==> src/tasch_map.vh <==
// constants for the telemetry adc scheduler
// How it works
// - one converter, one channel at a time
// - convert all highest class channels first
// - one middle sample after each top pass, a lowest one instead once a middle pass has closed
// - one lowest sample after each middle pass
// - vin priority codes; 11b disables vin
// - vin average depth is two to N
// - temp priority codes; 11b is invalid
// - temp average depth is two to N
// - iout priority codes; 11b disables iout
// - iout average depth is two to N
// - vout priority codes; 11b disables vout
// - vout average depth is two to N
// - disabled channel reads back as zero
// - temperature can never leave the schedule
// - top config byte reads zero, read-only
// - six-byte block access, on-the-fly, nvm restore
`ifndef TASCH_MAP_VH
`define TASCH_MAP_VH
`define TASCH_CMD_CONFIG   8'hD0
`define TASCH_CFG_BYTES    6
`define TASCH_VIN_PRI_HI   31
`define TASCH_VIN_AVG_LO   24
`define TASCH_TMP_PRI_HI   23
`define TASCH_TMP_AVG_LO   16
`define TASCH_IO_PRI_HI    15
`define TASCH_IO_AVG_LO    8
`define TASCH_VO_PRI_HI    7
`define TASCH_VO_AVG_LO    0
`define TASCH_PRI_A        2'h0
`define TASCH_PRI_B        2'h1
`define TASCH_PRI_C        2'h2
`define TASCH_PRI_OFF      2'h3
`define TASCH_AVG_MAX      3'h5
`define TASCH_TOP_BYTE     8'h00
`define TASCH_CH_VOUT      2'h0
`define TASCH_CH_IOUT      2'h1
`define TASCH_CH_TEMP      2'h2
`define TASCH_CH_VIN       2'h3
`endif

==> src/tasch_top.v <==
// telemetry adc scheduler with config register and rolling averages
`timescale 1ns/1ps
`include "tasch_map.vh"
module tasch_top
(
  input  wire        clk,          // 20 MHz clock
  input  wire        sys_rst,      // synchronous reset, active high
  input  wire [47:0] nvm_cfg,      // configuration restored from eeprom
  input  wire        cfg_wr,       // one-cycle block write strobe
  input  wire [47:0] cfg_wdata,    // six-byte block write data
  input  wire        cfg_rd,       // one-cycle block read strobe
  output reg  [47:0] cfg_rdata,    // six-byte block read data
  output reg         cfg_rd_vld,   // read data valid pulse
  output reg         cfg_wr_rej,   // write rejected pulse
  input  wire [1:0]  tel_rd_sel,   // channel of telemetry read
  input  wire        tel_rd,       // one-cycle telemetry read strobe
  output reg  [15:0] tel_rdata,    // averaged telemetry value
  output reg         tel_rd_vld,   // telemetry read valid pulse
  output reg         adc_start,    // start conversion pulse
  output reg  [1:0]  adc_chan,     // channel being converted
  input  wire        adc_done,     // conversion done pulse
  input  wire [15:0] adc_data      // conversion result
);

  // ****************************************************************
  // configuration register
  // ****************************************************************
  reg [47:0] cfg_q;
  reg        loaded_q;

  // an averaging code above five is refused
  function avg_ok;
    input [2:0] a;
    begin
      avg_ok = (a <= `TASCH_AVG_MAX);
    end
  endfunction

  function valid_cfg;
    input [47:0] c;
    begin
      valid_cfg = avg_ok(c[26:24]) && avg_ok(c[18:16]) &&
                  avg_ok(c[10:8]) && avg_ok(c[2:0]) &&
                  (c[23:22] != `TASCH_PRI_OFF);
    end
  endfunction

  always @(posedge clk)
  begin
    if (sys_rst)
    begin
      cfg_q      <= 48'h000000000000;
      loaded_q   <= 1'b0;
      cfg_wr_rej <= 1'b0;
    end
    else
    begin
      cfg_wr_rej <= 1'b0;
      if (!loaded_q)
      begin
        loaded_q <= 1'b1;
        cfg_q    <= {`TASCH_TOP_BYTE, nvm_cfg[39:0]};
      end
      else if (cfg_wr)
      begin
        if (valid_cfg(cfg_wdata))
          cfg_q <= {`TASCH_TOP_BYTE, cfg_wdata[39:0]};
        else
          cfg_wr_rej <= 1'b1;
      end
    end
  end

  always @(posedge clk)
  begin
    if (sys_rst)
    begin
      cfg_rdata  <= 48'h000000000000;
      cfg_rd_vld <= 1'b0;
    end
    else
    begin
      cfg_rd_vld <= cfg_rd;
      if (cfg_rd)
        cfg_rdata <= cfg_q;
    end
  end

  // ****************************************************************
  // field decode
  // ****************************************************************
  function [1:0] pri_of;
    input [47:0] c;
    input [1:0]  ch;
    begin
      case (ch)
        `TASCH_CH_VOUT: pri_of = c[7:6];
        `TASCH_CH_IOUT: pri_of = c[15:14];
        `TASCH_CH_TEMP: pri_of = (c[23:22] == `TASCH_PRI_OFF) ? `TASCH_PRI_A : c[23:22];
        default:        pri_of = c[31:30];
      endcase
    end
  endfunction

  function [2:0] avg_of;
    input [47:0] c;
    input [1:0]  ch;
    begin
      case (ch)
        `TASCH_CH_VOUT: avg_of = c[2:0];
        `TASCH_CH_IOUT: avg_of = c[10:8];
        `TASCH_CH_TEMP: avg_of = c[18:16];
        default:        avg_of = c[26:24];
      endcase
    end
  endfunction

  // next channel of a class after a given one, cyclic; found flag in bit 2
  function [2:0] next_in;
    input [47:0] c;
    input [1:0]  cls;
    input [1:0]  from;
    reg   [1:0]  k;
    reg          hit;
    reg   [1:0]  res;
    integer      i;
    begin
      hit = 1'b0;
      res = from;
      for (i = 1; i <= 4; i = i + 1)
      begin
        k = from + i[1:0];
        if (!hit && pri_of(c, k) == cls)
        begin
          hit = 1'b1;
          res = k;
        end
      end
      next_in = {hit, res};
    end
  endfunction

  // ****************************************************************
  // scheduler
  // ****************************************************************
  localparam [2:0] ST_IDLE = 3'b001;
  localparam [2:0] ST_CONV = 3'b010;
  localparam [2:0] ST_WAIT = 3'b100;

  reg [2:0] st_q;
  reg [1:0] pa_q, pb_q, pc_q;    // last channel visited in each class
  reg       b_due_q, c_due_q;    // an insertion slot is owed
  reg [1:0] cur_q;
  reg [1:0] pick_cls;            // class of the next conversion
  reg [1:0] pick_ch;             // channel of the next conversion

  wire [2:0] na = next_in(cfg_q, `TASCH_PRI_A, pa_q);
  wire [2:0] nb = next_in(cfg_q, `TASCH_PRI_B, pb_q);
  wire [2:0] nc = next_in(cfg_q, `TASCH_PRI_C, pc_q);
  // the pick after the one about to be made, to see whether it closes a pass
  wire [2:0] na_nx = next_in(cfg_q, `TASCH_PRI_A, na[1:0]);
  wire [2:0] nb_nx = next_in(cfg_q, `TASCH_PRI_B, nb[1:0]);
  // a pick closes its class's pass when the class's following pick wraps
  wire a_last = na_nx[1:0] <= na[1:0];
  wire b_last = nb_nx[1:0] <= nb[1:0];
  // an owed slot is served only if a lower class has a channel at all
  wire slot_go = b_due_q && (nb[2] || nc[2]);
  wire c_go    = c_due_q && nc[2];

  // ****************************************************************
  // next pick: owed slot first, then class a, then what is left
  // ****************************************************************
  always @*
  begin
    pick_cls = `TASCH_PRI_C;
    pick_ch  = nc[1:0];
    if (slot_go)
    begin
      // the slot goes to class c once a class b pass has closed
      if (!c_go && nb[2])
      begin
        pick_cls = `TASCH_PRI_B;
        pick_ch  = nb[1:0];
      end
    end
    else if (na[2])
    begin
      pick_cls = `TASCH_PRI_A;
      pick_ch  = na[1:0];
    end
    else if (nb[2] && !c_go)
    begin
      // no class a channel: class b runs back to back
      pick_cls = `TASCH_PRI_B;
      pick_ch  = nb[1:0];
    end
  end

  // ****************************************************************
  // conversion sequencer
  // ****************************************************************
  always @(posedge clk)
  begin
    if (sys_rst)
    begin
      st_q      <= ST_IDLE;
      pa_q      <= 2'h3;
      pb_q      <= 2'h3;
      pc_q      <= 2'h3;
      b_due_q   <= 1'b0;
      c_due_q   <= 1'b0;
      cur_q     <= 2'h0;
      adc_start <= 1'b0;
      adc_chan  <= 2'h0;
    end
    else
    begin
      adc_start <= 1'b0;
      case (st_q)
        ST_IDLE:
          if (loaded_q)
            st_q <= ST_CONV;
        ST_CONV:
        begin
          st_q      <= ST_WAIT;
          adc_start <= 1'b1;
          cur_q     <= pick_ch;
          adc_chan  <= pick_ch;
          case (pick_cls)
            `TASCH_PRI_A:
            begin
              // owe one lower slot when this pick closes the class a pass
              pa_q    <= pick_ch;
              b_due_q <= a_last;
            end
            `TASCH_PRI_B:
            begin
              // owe class c the next slot once the class b pass closes
              pb_q    <= pick_ch;
              b_due_q <= 1'b0;
              c_due_q <= c_due_q | b_last;
            end
            default:
            begin
              pc_q    <= pick_ch;
              b_due_q <= 1'b0;
              c_due_q <= 1'b0;
            end
          endcase
        end
        ST_WAIT:
          if (adc_done)
            st_q <= ST_CONV;
        default:
          st_q <= ST_IDLE;
      endcase
    end
  end

  // ****************************************************************
  // rolling averages: up to 32 samples per channel
  // ****************************************************************
  reg [15:0] smp_q [0:127];
  reg [4:0]  wp_q  [0:3];
  reg [20:0] sum_q [0:3];
  reg [5:0]  fill_q[0:3];
  reg [2:0]  avg_q [0:3];
  integer    j;

  wire [2:0]  cur_avg = avg_of(cfg_q, cur_q);
  wire [5:0]  depth   = 6'h01 << cur_avg;
  wire [4:0]  old_ix  = wp_q[cur_q] - depth[4:0];
  wire [15:0] old_s   = smp_q[{cur_q, old_ix}];

  always @(posedge clk)
  begin
    if (sys_rst)
    begin
      for (j = 0; j < 4; j = j + 1)
      begin
        wp_q[j]   <= 5'h00;
        sum_q[j]  <= 21'h000000;
        fill_q[j] <= 6'h00;
        avg_q[j]  <= 3'h0;
      end
    end
    else if (st_q == ST_WAIT && adc_done)
    begin
      smp_q[{cur_q, wp_q[cur_q]}] <= adc_data;
      wp_q[cur_q] <= wp_q[cur_q] + 5'h01;
      if (avg_q[cur_q] != cur_avg)                    // depth changed: restart window
      begin
        avg_q[cur_q]  <= cur_avg;
        sum_q[cur_q]  <= {5'h00, adc_data};
        fill_q[cur_q] <= 6'h01;
      end
      else if (fill_q[cur_q] < depth)
      begin
        sum_q[cur_q]  <= sum_q[cur_q] + {5'h00, adc_data};
        fill_q[cur_q] <= fill_q[cur_q] + 6'h01;
      end
      else
        sum_q[cur_q] <= sum_q[cur_q] + {5'h00, adc_data} - {5'h00, old_s};
    end
  end

  // ****************************************************************
  // telemetry read port
  // ****************************************************************
  function [15:0] mean_of;
    input [20:0] s;
    input [5:0]  n;
    begin
      case (n)
        6'h02:   mean_of = s[16:1];
        6'h04:   mean_of = s[17:2];
        6'h08:   mean_of = s[18:3];
        6'h10:   mean_of = s[19:4];
        6'h20:   mean_of = s[20:5];
        default: mean_of = s[15:0];
      endcase
    end
  endfunction

  wire [5:0] rd_n = fill_q[tel_rd_sel];

  always @(posedge clk)
  begin
    if (sys_rst)
    begin
      tel_rdata  <= 16'h0000;
      tel_rd_vld <= 1'b0;
    end
    else
    begin
      tel_rd_vld <= tel_rd;
      if (tel_rd)
      begin
        if (pri_of(cfg_q, tel_rd_sel) == `TASCH_PRI_OFF || rd_n == 6'h00)
          tel_rdata <= 16'h0000;
        else
          tel_rdata <= mean_of(sum_q[tel_rd_sel], rd_n);
      end
    end
  end

endmodule // tasch_top

==> config.mk <==
export PLATFORM = sky130hd
export DESIGN_NAME = tasch_top
export DESIGN_NICKNAME = d
export VERILOG_FILES = /design/src/tasch_top.v
export VERILOG_INCLUDE_DIRS = /design/src
export SDC_FILE = /design/constraint.sdc
export NUM_CORES = 2
export LEC_CHECK = 0
export ABC_AREA = 0
export BUFFER_PORTS_ARGS = -buffer_cell sky130_fd_sc_hd__buf_2
export CORE_AREA = 8 8 423 425
export CTS_BUF_LIST = sky130_fd_sc_hd__clkbuf_2 sky130_fd_sc_hd__clkbuf_4 sky130_fd_sc_hd__clkbuf_8
export DETAILED_ROUTE_END_ITERATION = 8
export DIE_AREA = 0 0 431 433
export GPL_TIMING_DRIVEN = 0
export PLACE_DENSITY = 0.7
export SLEW_MARGIN = 20
export SYNTH_ARGS = -nofsm -noshare
export SYNTH_HDL_FRONTEND = slang
export SYNTH_SLANG_ARGS = --single-unit
==> constraint.sdc <==
create_clock -name clk -period 6 [get_ports clk]
set_input_delay 0.3 -clock clk [delete_from_list [all_inputs] [get_ports clk]]
set_output_delay 0.3 -clock clk [all_outputs]
set_load 0.02 [all_outputs]
# Word-level counts from Yosys, hierarchy flattened
# Memories as Yosys holds them, arrays and structs flattened. A register that Yosys moved wholly into a read port is not among the register bits.
# Index checks and enable logic that the tools add are counted.
op_classes:
  n_addsub: 20
  shift: 1
  order_cmp: 7
  n_eq_ne: 73
  bitwise: 8
  n_reduce_logical: 85
  muxes: 124
op_table:
  columns: ["operator", "count"]
  rows:
  - ["$pmux 2 s3", 21]
  - ["$mux 40", 3]
  - ["$mux 2", 41]
  - ["$pmux 16 s5", 1]
  - ["$mux 21", 3]
  - ["$eq 2x1->1 const B", 31]
  - ["$logic_not 2->1", 31]
  - ["$eq 2x2->1 const B", 28]
  - ["$mux 1", 45]
  - ["$logic_and 1x1->1", 23]
  - ["$add 21x16->21", 1]
  - ["$reduce_or 21->1", 1]
  - ["$sub 21x16->21", 1]
  - ["$add 2x2->2 const B", 10]
  - ["$pmux 3 s3", 2]
  - ["$logic_not 1->1", 16]
  - ["$mux 16", 1]
  - ["$le 3x3->1 const B", 4]
  - ["$mux 6", 2]
  - ["$reduce_and 2->1", 6]
  - ["$add 2x1->2 const B", 5]
  - ["$mux 3", 3]
  - ["$ne 2x2->1 const B", 4]
  - ["$add 6x1->6 const B", 1]
  - ["25 further kinds", 34]
totals:
  out_inout_bits: 70
  ramBits: 2188
  inputBits: 120
  regBits: 114
  memories: 5
mem_list:
  columns: ["memory", "words", "word_bits", "rd", "rd_clocked_by_memory_dff", "wr", "line", "source"]
  rows:
  - ["smp_q", 128, 16, 1, 0, 1, "tasch_top.v:263", "reg [15:0] smp_q [0:127];"]
  - ["sum_q", 4, 21, 2, 1, 4, "tasch_top.v:265", "reg [20:0] sum_q [0:3];"]
  - ["fill_q", 4, 6, 2, 1, 4, "tasch_top.v:266", "reg [5:0] fill_q[0:3];"]
  - ["wp_q", 4, 5, 1, 1, 4, "tasch_top.v:264", "reg [4:0] wp_q [0:3];"]
  - ["avg_q", 4, 3, 1, 1, 4, "tasch_top.v:267", "reg [2:0] avg_q [0:3];"]

# Longest topological paths before layout
depth:
  word_depth: 31
  mapped_depth: 27
  mapped_depth_nobuf: 23

# Worst setup path before layout
# No wires, ideal clock.
synth_timing:
  path_type: "reg-to-reg"
  start: "register (tool-made name)"
  end: "memory sum_q[3][20] (data pin)"
  setup_time_ps: 270
  path_buffers: 7
  t_required_ps: 5730
  synth_period_minus_slack_ps: 6609
  stages_incl_launch_ff: 25
  slack_ps: -609
  arrival_time_ps: 6339
  path_cell_list: "dfxtp_1 buf_2 buf_2 buf_1 mux4_2 buf_2 inv_1 ha_1 fa_1 buf_2 clkbuf_1 clkbuf_1 mux4_2 mux4_2 nand2_1 a21oi_1 nor4_1 ha_1 a2111o_1 o211ai_1 a31oi_1 or2_1 or3_1 o311ai_4 a21oi_1"
synth_rtl:
  columns: ["item", "line"]
  rows:
  - ["end, declared", "tasch_top.v:265"]

==> results.tsv <==
stage	metric	value	unit
outcome	outcome	complete, but fails checks	
outcome	failing checks	setup timing	
logic_synthesis	Post-synth ARST share	0	%
logic_synthesis	biggest area consumer among synthesized cells	edfxtp_1	
logic_synthesis	number of different library cells in the post-synthesis netlist	86	
logic_synthesis	top post-synthesis cells by count	edfxtp_1, mux4_2, nor2_1	
worst_setup_path	Startpoint Class	flop	
floorplanning	placeable core area	172000	um2
hold_path	hold_sp	cfg_wdata[34]	
grt	number of antenna violations at the first check in global routing	7	
grt	wire length of the first global-routing pass	360	mm
clocking	clock tree from TritonCTS	yes	
worst_setup_path	WS Path Type	reg2reg	
layout	NumNets Final	5871	
timing	final hold viol count	0	
worst_setup_path	Worst Reg2Reg Path Length in Cells	22	
placed_design	worst slack after detailed placement	-2.40	ns
worst_setup_path	stage delay of the slowest cell on the critical path	0.66	ns
worst_setup_path	critical path depth	22	
logic_synthesis	most instantiated library cell after synthesis	edfxtp_1	
worst_setup_path	list of cells traversed by the critical path	buf_4 -> mux4_2 -> nand2b_1 -> buf_4 -> ha_1 -> a21o_1 -> a21oi_1 -> xnor2_1 -> clkbuf_8 -> clkbuf_2 -> mux4_2 -> nand2_1 -> nand3_1 -> nand4_1 -> ha_1 -> a2111o_1 -> o211ai_1 -> a31oi_1 -> or2_1 -> or3_4 -> o311ai_4 -> a21oi_1	
layout	total of fill cells in the finished design	11400	
pwr	total power divided by cell area	360	nW/um2
timing	max-slew violation count	0	
timing	unrepaired setup endpoints after global routing	true	
grt	maximum number of pins on one net before global-route repair	96	
timing	peak clock frequency supported by timing	148	MHz
clocking	H-tree levels	5	
job	Max Cap Viol	0	
logic_synthesis	#FFs+latches synth	2304	
clocking	total clock buffers created by CTS	377	
layout	number of cells in the finished layout apart from fillers	8251	
routing	average wire length per cell after detail routing	30.8	um
logic_synthesis	number of warnings reported in the yosys synthesis log	0	
floorplanning	Vert. Die Dim	433	um
logic_synthesis	area share of the leading cell type in the synthesized netlist	69.7	%
pwr	worst IR drop on VDD	0.000301	V
worst_setup_path	CP Capture Type	flop	
logic_synthesis	number of cells produced by synthesis	4792	
logic_synthesis	share of synthesized area occupied by flip-flops and latches	72.2	%
layout	layout cell share with drive strength beyond 1	36.2	%
worst_setup_path	endpoint of the most critical setup path	sum_q[2][20]$_SDFFCE_PN0P_	
worst_setup_path	launch instance of the worst register-to-register path	cur_q[0]$_SDFFE_PP0P_	
logic_synthesis	Post-synth EDFFs	2188	
floorplanning	full die area	187000	um2
grt	via count of the first global-routing pass	51900	
routing	Detailed Route Iter0 Violations	6815	
floorplanning	horizontal extent of the die	431	um
timing	Final Critical Period	6.74	ns
grt	total gr overflow	0	
routing	number of remaining DRC errors	0	
layout	footprint of the multi-input gates	26200	um2
timing	smallest setup slack after layout	-0.744	ns
placed_design	post-detailed-placement half-perimeter wirelength	168	mm
worst_setup_path	destination of the worst register-to-register timing path	sum_q[2][20]$_SDFFCE_PN0P_	
timing	Final Skew	0.0778	ns
worst_setup_path	combined buffer and inverter count along the critical path	4	
routing	Via Count	52600	
logic_synthesis	largest cells by area after synthesis	edfxtp_1, mux4_2, dfxtp_1, nor2_1, ha_1	
worst_setup_path	start point of the critical path	cur_q[0]$_SDFFE_PP0P_	
layout	sequential cell area	68000	um2
placed_design	Port Buffer Count	164	
pwr	Lkg Pwr	37.0	nW
logic_synthesis	dominant register cell in the synthesized netlist	edfxtp_1	
routing	total iterations of the first detailed-routing run	9	
worst_setup_path	CP top delay family	compound AO/OA/AOI/OAI gates	
worst_setup_path	Worst path slowest cell	mux4_2	
worst_setup_path	data required time of the critical path	6.72	ns
timing	final critical-path share of the clock period	112	%
routing	via-per-instance ratio	6.37	
routing	Total Routed Length	254	mm
placed_design	Cell Count Post-Placement	7407	
worst_setup_path	WP data arrival	7.47	ns
layout	layout overhead on the synthesized area	18.3	%
clocking	clock edge transition at the registers on the reported setup and hold paths	0.06	ns
logic_synthesis	mean cell area of the mapped netlist	19.7	um2
worst_setup_path	register-to-register setup slack	-0.74	ns
grt	All-Layer GR Usage	26.5	%
timing	setup violation total in the final timing report	67	
floorplanning	count of pins on the block boundary	190	
hold_path	path type of the worst min-delay path	in2reg	
floorplanning	starting density of the core	54.6	%
floorplanning	row count	153	
clocking	Max clock buf depth	4	
clocking	insertion delay of the later-clocked pin in the worst-skew pair	1.07	ns
logic_synthesis	post-synthesis cell area	94200	um2
timing	worst rel slew slack	10.6	%
clocking	clock root buffer master	clkbuf_8	
placed_design	RD Place Congestion	0.930	
worst_setup_path	CP max FO	10	
clocking	sink count of the clock tree	2304	
timing	slew of the pin with the lowest slew margin	1.34	ns
routing	Antenna Violating Nets Remaining	0	
[routing by layer]
layer | part of all wire, % | routed length, um | global-route usage (%)
met1 | 38 | 97300 | 36.9
met2 | 47 | 119000 | 41.5
met3 | 11 | 27900 | 6.33
met4 | 3.8 | 9600 | 9.43
met5 | 0 | 0 | 0
[cell usage in the layout, fill, tap and decap left out, types with 15 or more instances in the layout]
cell type / synthesis / layout
a222oi_1: 26 / 26
clkbuf_2: 0 / 21
nand2_1: 271 / 248
mux4_2: 705 / 705
buf_4: 15 / 109
clkbuf_4: 0 / 132
nor3_1: 24 / 19
nand2_2: 0 / 20
o21ai_1: 15 / 18
edfxtp_1: 2188 / 2188
nor2_1: 352 / 219
o211ai_1: 17 / 17
dlygate4sd3_1: 0 / 107
xnor2_1: 29 / 24
clkinv_1: 0 / 73
buf_6: 1 / 144
xor2_1: 15 / 15
buf_16: 0 / 18
a21oi_4: 0 / 16
a21o_1: 15 / 15
clkbuf_1: 160 / 66
buf_2: 73 / 167
nand3_1: 41 / 32
a21oi_2: 0 / 28
a211oi_1: 50 / 44
nor2b_1: 22 / 21
buf_12: 0 / 17
nor2_4: 0 / 28
dfxtp_1: 116 / 114
buf_8: 0 / 37
mux2i_1: 85 / 83
a21oi_1: 132 / 88
clkbuf_16: 0 / 17
o21ai_0: 42 / 33
a22oi_1: 27 / 27
clkinv_2: 0 / 33
clkbuf_8: 0 / 422
nor2_2: 0 / 105
ha_1: 88 / 80
inv_1: 57 / 57
[logic make-up (layout without fill, tap and decap cells)]
| logic type | count (synthesis) | in the layout | share of synthesized area [%] |
|---|---|---|---|
| xor+xnor | 47 | 47 | 0.497 |
| compound gates | 405 | 405 | 2.92 |
| other cells | 1 | 20 | 0.00398 |
| buf+inv | 330 | 1445 | 1.48 |
| mux | 795 | 795 | 17.8 |
| flops | 2304 | 2304 | 72.2 |
| fa+ha+maj | 91 | 91 | 1.23 |
| simple gates | 819 | 819 | 3.83 |
[power by group]
part | switching [mW] | total (mW) | internal (mW)
Sequential | 0.0513 | 17.7 | 17.7
Clock | 6.00 | 13.0 | 7.02
Combinational | 5.09 | 9.37 | 4.29
[final cells by class]
type / instances / area share (%)
tap: 2325 / 2.61
clock inverter: 119 / 0.609
sequential: 2304 / 61.0
antenna: 12 / 0.0269
clock buffer: 514 / 5.67
buffer: 270 / 2.14
inverter: 58 / 0.198
multi-input combinational: 2165 / 23.5
timing repair buffer: 484 / 4.17
[registers in the layout, summed over array words and instances (netlist names), 3 cells and up, named ones only]
name / cells
smp_q: 2048
sum_q: 84
wp_q: 20
avg_q: 12
tel_rdata: 16
fill_q: 24
cfg_q: 40
st_q: 3
cfg_rdata: 40
[how the worst min path moves through the flow]
stage | cells past startpoint | endpoint
3_3_place_gp | 2 | tel_rdata[2]$_SDFFE_PP0P_
2_1_floorplan | 1 | tel_rd_vld$_SDFF_PP0_
5_1_grt | 4 | cfg_q[34]$_SDFFE_PP0P_
4_1_cts | 4 | cfg_q[34]$_SDFFE_PP0P_
3_5_place_dp | 2 | tel_rdata[6]$_SDFFE_PP0P_
6_report | 4 | cfg_q[34]$_SDFFE_PP0P_
[through the flow]
step / total power, mW / utilization [%] / cell area [um2] / hold WS (ns) / setup TNS [ns]
after global routing: 41.3 / 64.6 / 111000 / 0.141 / -37.65
after global placement: 25.5 / 56.9 / 98100 / 0.429 / -179.24
final: 40.1 / 64.6 / 111000 / 0.173 / -29.67
after detailed placement: 25.6 / 58.2 / 100000 / 0.438 / -149.53
after floorplan: 22.9 / - / 94400 / 0.383 / 0
after CTS: 39.4 / 64.0 / 110000 / 0.0840 / -17.46
[worst reg2reg max path, stage by stage (launching register included)]
cell      delay, ns
dfxtp_4        0.39
buf_4          0.12
mux4_2         0.66
nand2b_1       0.28
buf_4          0.16
ha_1           0.26
a21o_1         0.15
a21oi_1        0.19
xnor2_1        0.22
clkbuf_8       0.36
clkbuf_2       0.50
mux4_2         0.40
nand2_1        0.07
nand3_1        0.15
nand4_1        0.33
ha_1           0.40
a2111o_1       0.43
o211ai_1       0.21
a31oi_1        0.15
or2_1          0.29
or3_4          0.35
o311ai_4       0.27
a21oi_1        0.12
[repair_timing]
action,in CTS,in global routing
pin swaps,37,39
endpoints found under the hold margin,1426,0
gates cloned,2,8
hold buffers,107,0
gates resized for setup,374,134
setup buffers,39,49
setup endpoints to repair,84,68
(Power assumes the default switching activity.)
